==> src/design/sercol_pkg.sv <==
/*
  package for the slave event request collector: offsets, bit positions,
  reset values. assumes byte addresses on both register ports.
*/
package sercol_pkg;
  // register offsets (byte addresses)
  localparam logic [11:0] SERCOL_NET_MASK_OFF = 12'h200;
  localparam logic [11:0] SERCOL_HOST_MASK_OFF = 12'h204;
  localparam logic [11:0] SERCOL_NET_REQ_OFF = 12'h210;
  localparam logic [11:0] SERCOL_HOST_REQ_OFF = 12'h220;
  // reset values
  localparam logic [15:0] SERCOL_NET_MASK_RST = 16'h0000;
  localparam logic [31:0] SERCOL_HOST_MASK_RST = 32'h00ffff0f;
  // network side request word layout
  localparam int SERCOL_NET_SM_LO = 4;
  localparam int SERCOL_NET_AL_STAT = 3;
  localparam int SERCOL_NET_DL_STAT = 2;
  localparam int SERCOL_NET_LATCH = 0;
  // host side request word layout
  localparam int SERCOL_HOST_SM_LO = 8;
  localparam int SERCOL_HOST_WDOG = 6;
  localparam int SERCOL_HOST_EEPROM = 5;
  localparam int SERCOL_HOST_SM_ACT = 4;
  localparam int SERCOL_HOST_SECOND_SYNC_OUTPUT = 3;
  localparam int SERCOL_HOST_FIRST_SYNC_OUTPUT = 2;
  localparam int SERCOL_HOST_LATCH = 1;
  localparam int SERCOL_HOST_AL_CTL = 0;
  // sync/latch host configuration enables
  localparam int SERCOL_CFG_SECOND_SYNC_OUTPUT_EN = 7;
  localparam int SERCOL_CFG_FIRST_SYNC_OUTPUT_EN = 3;
  // sticky flag bank indices
  localparam int SERCOL_F_NET_AL = 0;
  localparam int SERCOL_F_NET_DL = 1;
  localparam int SERCOL_F_NET_LATCH = 2;
  localparam int SERCOL_F_AL_CTL = 3;
  localparam int SERCOL_F_H_LATCH = 4;
  localparam int SERCOL_F_FIRST_SYNC_OUTPUT = 5;
  localparam int SERCOL_F_SECOND_SYNC_OUTPUT = 6;
  localparam int SERCOL_F_SM_ACT = 7;
  localparam int SERCOL_F_EEPROM = 8;
  localparam int SERCOL_F_WDOG = 9;
  localparam int SERCOL_NUM_FLAGS = 10;
endpackage : sercol_pkg

==> src/design/sercol_collector.sv <==
/*
  event request collector: network side 16-bit and host side 32-bit event
  request words, their masks, the host interrupt and the frame event field.
  assumes source blocks deliver status levels and one-cycle change, read
  and acknowledge pulses synchronous to i_sys_clk.
*/
// Contract
// - net bits 11:4 mirror channel 7..0 status
// - net bit 3: set on status change, read clears
// - net bit 2: data link change, read clears
// - net bit 0: latch change, master read clears
// - net word read-only at 0210h, reserved bits
// - host word read-only at 0220h, reserved bits
// - host bits 15:8 show channel interrupts
// - host bit 6: watchdog expired, read clears
// - host bit 5: eeprom command until acknowledged
// - host bit 4: activate change, read clears
// - host bit 3: second sync, cfg bit 7
// - host bit 2: first sync, cfg bit 3
// - host bit 1: latch change, host read clears
// - host bit 0: control write, emulation off only
// - control event cleared by host control read
// - low byte at lowest byte address
// - host mask at 0204h, reset 00ffff0fh
// - network mask at 0200h, reset zero
`timescale 1ns/1ns
module sercol_collector
  import sercol_pkg::*;
#(
  parameter int NUM_SM = 8
)
(
  input wire logic i_sys_clk, // core clock, 250 MHz
  input wire logic i_rst, // async reset, active high
  // network master register port
  input wire logic [11:0] i_net_addr, // byte address
  input wire logic i_net_rd, // read strobe
  input wire logic i_net_wr, // write strobe
  input wire logic [3:0] i_net_be, // byte enables
  input wire logic [31:0] i_net_wdata, // write data
  output logic [31:0] o_net_rdata, // read data, next cycle
  // host register port
  input wire logic [11:0] i_host_addr, // byte address
  input wire logic i_host_rd, // read strobe
  input wire logic i_host_wr, // write strobe
  input wire logic [3:0] i_host_be, // byte enables
  input wire logic [31:0] i_host_wdata, // write data
  output logic [31:0] o_host_rdata, // read data, next cycle
  // event sources
  input wire logic [NUM_SM-1:0] i_sm_status, // channel event pending
  input wire logic [2*NUM_SM-1:0] i_sm_irq_bits, // bits 1:0 per channel
  input wire logic i_al_status_change, // status changed pulse
  input wire logic i_al_status_net_read, // master read status
  input wire logic i_dl_status_change, // link status changed
  input wire logic i_dl_status_net_read, // master read link status
  input wire logic i_latch_change, // latch input changed
  input wire logic i_latch_net_read, // master read its latch times
  input wire logic i_latch_host_read, // host read its latch times
  input wire logic i_wdog_expired, // watchdog expiry pulse
  input wire logic i_wdog_status_read, // watchdog status read
  input wire logic i_eeprom_cmd, // eeprom command issued
  input wire logic i_eeprom_ack, // host acknowledged command
  input wire logic i_sm_act_change, // any activate reg changed
  input wire logic i_sm_act_host_read, // host read activate reg
  input wire logic i_first_sync_output, // first sync output pulse
  input wire logic i_second_sync_output, // second sync output pulse
  input wire logic [7:0] i_sync_latch_cfg, // sync/latch host cfg
  input wire logic i_first_sync_output_status_read, // 0x098e read
  input wire logic i_second_sync_output_status_read, // 0x098f read
  input wire logic i_al_control_write, // control register written
  input wire logic i_al_control_host_read, // host read control reg
  input wire logic i_host_emulation, // controller cfg bit 8
  // event outputs
  output logic o_host_interrupt_request, // level, active high
  output logic [15:0] o_net_event_field // masked net events
);
  localparam int NF = SERCOL_NUM_FLAGS;

  typedef struct packed {
    logic [15:0] net_mask;
    logic [31:0] host_mask;
    logic [NUM_SM-1:0] sm_mirror;
    logic [NUM_SM-1:0] sm_irq;
    logic [31:0] net_rdata;
    logic [31:0] host_rdata;
    logic host_irq;
    logic [15:0] net_field;
  } sercol_state_type;

  sercol_state_type r;
  sercol_state_type next_r;
  logic [NF-1:0] flag_set;
  logic [NF-1:0] flag_clr;
  logic [NF-1:0] flags;
  logic [15:0] net_req;
  logic [31:0] host_req;

  // word hit on a byte address, low two bits ignored
  function automatic logic word_hit(input logic [11:0] a, input logic [11:0] off);
    return a[11:2] == off[11:2];
  endfunction : word_hit

  // merge write data into a word under byte enables
  function automatic logic [31:0] lane_merge(input logic [31:0] old,
                                             input logic [31:0] wd,
                                             input logic [3:0] be);
    logic [31:0] res;
    res = old;
    for (int i = 0; i < 4; i++)
    begin
      if (be[i])
        res[8*i +: 8] = wd[8*i +: 8];
    end
    return res;
  endfunction : lane_merge

  // fold two interrupt bits per channel into one
  function automatic logic [NUM_SM-1:0] fold_irq(input logic [2*NUM_SM-1:0] b);
    logic [NUM_SM-1:0] res;
    res = '0;
    for (int i = 0; i < NUM_SM; i++)
      res[i] = b[2*i] | b[2*i+1];
    return res;
  endfunction : fold_irq

  // set conditions for the sticky flags
  always_comb
  begin
    flag_set = '0;
    flag_set[SERCOL_F_NET_AL] = i_al_status_change;
    flag_set[SERCOL_F_NET_DL] = i_dl_status_change;
    flag_set[SERCOL_F_NET_LATCH] = i_latch_change;
    flag_set[SERCOL_F_AL_CTL] = i_al_control_write & ~i_host_emulation;
    flag_set[SERCOL_F_H_LATCH] = i_latch_change;
    // first sync gated by cfg bit 3
    flag_set[SERCOL_F_FIRST_SYNC_OUTPUT] = i_first_sync_output & i_sync_latch_cfg[SERCOL_CFG_FIRST_SYNC_OUTPUT_EN];
    // second sync gated by cfg bit 7
    flag_set[SERCOL_F_SECOND_SYNC_OUTPUT] = i_second_sync_output & i_sync_latch_cfg[SERCOL_CFG_SECOND_SYNC_OUTPUT_EN];
    flag_set[SERCOL_F_SM_ACT] = i_sm_act_change;
    flag_set[SERCOL_F_EEPROM] = i_eeprom_cmd;
    flag_set[SERCOL_F_WDOG] = i_wdog_expired;
  end

  // clear conditions, all from source reads or acknowledges
  always_comb
  begin
    flag_clr = '0;
    flag_clr[SERCOL_F_NET_AL] = i_al_status_net_read;
    flag_clr[SERCOL_F_NET_DL] = i_dl_status_net_read;
    flag_clr[SERCOL_F_NET_LATCH] = i_latch_net_read;
    flag_clr[SERCOL_F_AL_CTL] = i_al_control_host_read;
    flag_clr[SERCOL_F_H_LATCH] = i_latch_host_read;
    flag_clr[SERCOL_F_FIRST_SYNC_OUTPUT] = i_first_sync_output_status_read;
    flag_clr[SERCOL_F_SECOND_SYNC_OUTPUT] = i_second_sync_output_status_read;
    flag_clr[SERCOL_F_SM_ACT] = i_sm_act_host_read;
    flag_clr[SERCOL_F_EEPROM] = i_eeprom_ack;
    flag_clr[SERCOL_F_WDOG] = i_wdog_status_read;
  end

  // sticky flags; a set in the clear cycle survives
  sercol_flag_bank #(
    .W(NF)
  ) u_flags (
    .i_sys_clk(i_sys_clk),
    .i_rst(i_rst),
    .i_set(flag_set),
    .i_clr(flag_clr),
    .o_flags(flags)
  );

  // assemble request words; reserved bits tied low
  always_comb
  begin
    net_req = '0;
    host_req = '0;
    net_req[SERCOL_NET_SM_LO +: NUM_SM] = r.sm_mirror;
    net_req[SERCOL_NET_AL_STAT] = flags[SERCOL_F_NET_AL];
    net_req[SERCOL_NET_DL_STAT] = flags[SERCOL_F_NET_DL];
    net_req[SERCOL_NET_LATCH] = flags[SERCOL_F_NET_LATCH];
    host_req[SERCOL_HOST_SM_LO +: NUM_SM] = r.sm_irq;
    host_req[SERCOL_HOST_WDOG] = flags[SERCOL_F_WDOG];
    host_req[SERCOL_HOST_EEPROM] = flags[SERCOL_F_EEPROM];
    host_req[SERCOL_HOST_SM_ACT] = flags[SERCOL_F_SM_ACT];
    host_req[SERCOL_HOST_SECOND_SYNC_OUTPUT] = flags[SERCOL_F_SECOND_SYNC_OUTPUT];
    host_req[SERCOL_HOST_FIRST_SYNC_OUTPUT] = flags[SERCOL_F_FIRST_SYNC_OUTPUT];
    host_req[SERCOL_HOST_LATCH] = flags[SERCOL_F_H_LATCH];
    host_req[SERCOL_HOST_AL_CTL] = flags[SERCOL_F_AL_CTL];
  end

  // next state: mirrors, masks, read data, masked outputs
  always_comb
  begin
    next_r = r;
    next_r.sm_mirror = i_sm_status;
    next_r.sm_irq = fold_irq(i_sm_irq_bits);
    if (i_net_wr && word_hit(i_net_addr, SERCOL_NET_MASK_OFF))
      next_r.net_mask = 16'(lane_merge({16'h0000, r.net_mask}, i_net_wdata, i_net_be));
    if (i_host_wr && word_hit(i_host_addr, SERCOL_HOST_MASK_OFF))
      next_r.host_mask = lane_merge(r.host_mask, i_host_wdata, i_host_be);
    // request words ignore writes from both sides
    // byte n of a word sits in lane n
    if (i_net_rd)
    begin
      next_r.net_rdata = 32'h00000000;
      if (word_hit(i_net_addr, SERCOL_NET_MASK_OFF))
        next_r.net_rdata = {16'h0000, r.net_mask};
      else if (word_hit(i_net_addr, SERCOL_HOST_MASK_OFF))
        next_r.net_rdata = r.host_mask;
      else if (word_hit(i_net_addr, SERCOL_NET_REQ_OFF))
        next_r.net_rdata = {16'h0000, net_req};
      // 32-bit word from the master side too
      else if (word_hit(i_net_addr, SERCOL_HOST_REQ_OFF))
        next_r.net_rdata = host_req;
    end
    if (i_host_rd)
    begin
      next_r.host_rdata = 32'h00000000;
      if (word_hit(i_host_addr, SERCOL_NET_MASK_OFF))
        next_r.host_rdata = {16'h0000, r.net_mask};
      else if (word_hit(i_host_addr, SERCOL_HOST_MASK_OFF))
        next_r.host_rdata = r.host_mask;
      else if (word_hit(i_host_addr, SERCOL_NET_REQ_OFF))
        next_r.host_rdata = {16'h0000, net_req};
      else if (word_hit(i_host_addr, SERCOL_HOST_REQ_OFF))
        next_r.host_rdata = host_req;
    end
    // interrupt follows masked requests as a level
    next_r.host_irq = |(host_req & r.host_mask);
    next_r.net_field = net_req & r.net_mask;
  end

  // state register; masks come up at their documented values
  always_ff @(posedge i_sys_clk or posedge i_rst)
  begin
    if (i_rst)
    begin
      r <= '0;
      r.net_mask <= SERCOL_NET_MASK_RST;
      r.host_mask <= SERCOL_HOST_MASK_RST;
    end
    else
      r <= next_r;
  end

  // outputs straight from flops, one cycle behind the requests
  assign o_net_rdata = r.net_rdata;
  assign o_host_rdata = r.host_rdata;
  assign o_host_interrupt_request = r.host_irq;
  assign o_net_event_field = r.net_field;
endmodule : sercol_collector

==> src/design/sercol_flag_bank.sv <==
/*
  bank of sticky event flags, set wins over clear.
  assumes set and clear are single-cycle pulses in the core clock domain.
*/
`timescale 1ns/1ns
module sercol_flag_bank
  import sercol_pkg::*;
#(
  parameter int W = 10
)
(
  input wire logic i_sys_clk, // core clock
  input wire logic i_rst, // async reset, active high
  input wire logic [W-1:0] i_set, // set pulses
  input wire logic [W-1:0] i_clr, // clear pulses
  output logic [W-1:0] o_flags // sticky flags
);
  typedef struct packed {
    logic [W-1:0] flags;
  } sercol_bank_type;

  sercol_bank_type r;
  sercol_bank_type next_r;

  // set beats clear so an event in the clear cycle is kept
  always_comb
  begin
    next_r = r;
    next_r.flags = i_set | (r.flags & ~i_clr);
  end

  // state register
  always_ff @(posedge i_sys_clk or posedge i_rst)
  begin
    if (i_rst)
      r <= '0;
    else
      r <= next_r;
  end

  assign o_flags = r.flags;
endmodule : sercol_flag_bank

==> config.mk <==
export PLATFORM = sky130hd
export DESIGN_NAME = sercol_collector
export DESIGN_NICKNAME = d
export VERILOG_FILES = /design/src/design/sercol_pkg.sv /design/src/design/sercol_collector.sv /design/src/design/sercol_flag_bank.sv
export SDC_FILE = /design/constraint.sdc
export NUM_CORES = 1
export LEC_CHECK = 0
export ABC_AREA = 1
export BUFFER_PORTS_ARGS = -buffer_cell sky130_fd_sc_hd__buf_2
export CAP_MARGIN = 20
export CORE_ASPECT_RATIO = 1.1
export CORE_UTILIZATION = 35
export DETAILED_ROUTE_END_ITERATION = 8
export GPL_TIMING_DRIVEN = 1
export HOLD_SLACK_MARGIN = 0.12
export PLACE_DENSITY = 0.66
export RECOVER_POWER = 100
export SYNTH_ARGS = -nofsm -noshare
export SYNTH_HDL_FRONTEND = slang
export SYNTH_SLANG_ARGS = --single-unit
export TNS_END_PERCENT = 100
==> constraint.sdc <==
create_clock -name i_sys_clk -period 11.95 [get_ports i_sys_clk]
set_clock_uncertainty 0.15 [all_clocks]
set_input_delay 2.39 -clock i_sys_clk [delete_from_list [all_inputs] [get_ports i_sys_clk]]
set_output_delay 2.39 -clock i_sys_clk [all_outputs]
set_load 0.01 [all_outputs]
==> run metrics <==
status=complete, but fails checks; failing checks=capacitance limit, slew limit; Final ANT Viol Nets=0; Antenna Cells=0; Synth Register Bits=150; Setup-failing EPs final=0; family with the most delay on the worst path=simple AND/OR/NAND/NOR gates; cell leakage power=around 0.0047 µW; drt initial violations=around 530; pwr dens=132 nW/µm²; FF-to-FF setup slack=~11 ns; Hold Path Depth=2; Post-CTS Setup Inserts=0; Remaining Overflow, GRT=0; die height=~160 µm; Resized cells post-CTS=0; ys async rst share=between 90% and 100%; Seq/Total Area, Yosys=between 50 and 60%; RSZ-0062 raised after global routing=no; Post-Route WL=21600 µm; wire length per cell=about 16 µm; post-layout min period=about 6.8 ns; Max stage delay cell, worst path=nor3b_1; Most used DFF post-synth=dfrtp_1; 1st-pass router iterations=5; post-synth top area cell=dfrtp_1; Crit Path Max Fanout=19; first-pass GRT wire length=~34000 µm; final cycle utilization of the critical path=a little under three fifths; Final HPWL DP=between 15000 and 20000 µm; Netlist cell types=30; Area growth syn-to-layout=14.8%; Worst EP arrival=6.96 ns; H-Tree Depth=4; gr usage total=20.4%; number of max-cap violations=3; Critical Path RT=approximately 12 ns; Final Wtd Congestion=0.864; Hold-fix buffers, CTS=0; CP startpoint kind=input port; Slew Viols, Final=140; crit path cell chain=clkbuf_1 > nor2_1 > nand3_1 > nor3b_1 > clkbuf_1 > nand2_1 > nand2_1 > nand2_1; Clock transition at path regs=0.07 ns; area of the multi-input gates=between 2000 and 3000 µm²; Core Box Area=approximately 21000 µm²; stages on the worst setup path=8; Clk Latency, worst-skew pair=~0.43 ns; Vias/cell=between 4 and 5; Inst Count DP=1332; vias=around 6400; peak supply drop=0.0823 mV; top cells by area, synth=dfrtp_1 43%, nand2_1 19%, nand3_1 8.9%, buf_4 8.1%, dfstp_2 7.0%; largest net degree at the start of global routing=100; nature of the critical path endpoint=flip-flop; share of cells above drive strength 1=around 18%; count leader, synth=nand2_1; setup_tns=0 ns; TritonCTS Buffers=17; top cells by count, synth=376 x nand2_1, 134 x nand3_1, 130 x dfrtp_1, 81 x buf_4, 74 x inv_1; input/output buffers=around 200; CTS sink count=150; CTS tree=yes; Post-route DRC=0; synthesized cell area=approximately 7500 µm²; type of the worst min-delay path=reg -> reg; register area=between 3000 and 4000 µm²; Top Ports=235; CTS Buffer Depth=2; Hold Startpoint=r[131]; Worst Hold Path EP=o_net_event_field[2]; Worst-Margin Slew=approximately 4.4 ns; biggest cell delay along the critical path=between 1.5 and 2 ns; Starting Density=a little over a third; R2R depth=4; final-layout fill cell count=roughly 2200; vias in the first global route=6110; Final #Nets=approximately 1200; worst r2r src=r[105]; number of flops mapped to enable cells by yosys=0; relative slew slack=-194%; initial antenna violation count=0; Mean Syn Cell Area=~8 µm²; r2r endpoint=o_net_rdata[8]; Bufs and invs on worst path=2; Peak Freq=around 150 MHz; DIE AREA=between 20000 and 25000 µm²; Rows=55; final hold vios=0; Post-Layout Cell Count=between 1000 and 1500; Synth warnings=0; area fraction of the dominant cell type after synthesis=a little over two fifths; WS Path Type=in -> reg; most frequent CP cell=nand2_1; die width=142 µm; Root Driver=clkbuf_16; Mapped Cells=951
==> worst max-delay path by stage <==
stage / from / end
global placement: i_host_addr[4] / r[102]
global route: i_host_addr[4] / r[101]
floorplan: i_rst / host_req[10]
CTS: i_host_addr[4] / r[102]
detailed placement: i_host_addr[4] / r[102]
finish: i_host_addr[4] / r[102]
==> state kept, by name (all words and copies together) (netlist names) <==
| register | cells |
|---|---|
| o_net_rdata | 32 |
| host_req | 8 |
| u_flags.o_flags | 10 |
| net_req | 8 |
| o_host_interrupt_request | 1 |
| r | 48 |
| o_net_event_field | 11 |
| o_host_rdata | 32 |
==> power breakdown <==
| group | internal, µW | total (µW) | switching, µW |
|---|---|---|---|
| sequential | 518 | 527 | 9.60 |
| combinational | 23.5 | 66.3 | 42.8 |
| clock | 334 | 549 | 216 |
==> cells in the final DEF (no fill, tap or decap), types with 17 or more instances in the layout <==
cell type and instances:
buf_2 122, nor2_1 22, nand3_1 136, dfrtp_1 130, dfstp_2 20, clkbuf_1 84, o21ai_0 23, inv_1 73
nand2_1 376, clkbuf_16 17
==> metrics by stage <==
step           setup slack (ns)  instance area [µm²]  hold WS (ns)  util (%)  power, µW
3_5_place_dp               6.98                 8200         0.301      39.3        605
2_1_floorplan              5.41                 7540         0.286         -        569
5_1_grt                    4.72                 8640         0.327      41.5       1180
4_1_cts                    7.44                 8800         0.315      42.2       1160
6_report                   5.17                 8640         0.311      41.5       1140
3_3_place_gp               7.02                 8200         0.294      39.3        603
==> routing by layer <==
layer | track usage, % | part of all wire (%)
met1 | 25.8 | 41
met2 | 32.2 | 47
met3 | 5.43 | 9.1
met4 | 9.68 | 3.2
met5 | 0 | 0
==> kinds of logic (layout without fill, tap and decap cells) <==
| logic type | count (synthesis) | in the layout | synth area share, % |
|---|---|---|---|
| and+or+nand+nor | 559 | 559 | 31.8 |
| buffers and inverters | 193 | 320 | 14.1 |
| DFF | 150 | 150 | 50.2 |
| AOI/OAI and AO/OA | 48 | 48 | 3.92 |
| other | 1 | 5 | 0.0498 |
==> area by class of cell <==
class	instances	share of cell area [%]
clock inverter	12	1.78
multi-input combinational	612	30.6
tap	285	4.13
clock buffer	20	5.17
inverter	77	3.36
timing repair buffer	211	11.2
sequential	150	43.7
==> worst reg2reg max path, cell delays in order, from the launching register on <==
cell and delay, ns:
dfstp_2 0.40, nand2_1 0.07, nand2_1 0.05, o21ai_0 0.48
nand2_1 0.10
Note: power is estimated with default switching activity, not from simulation.
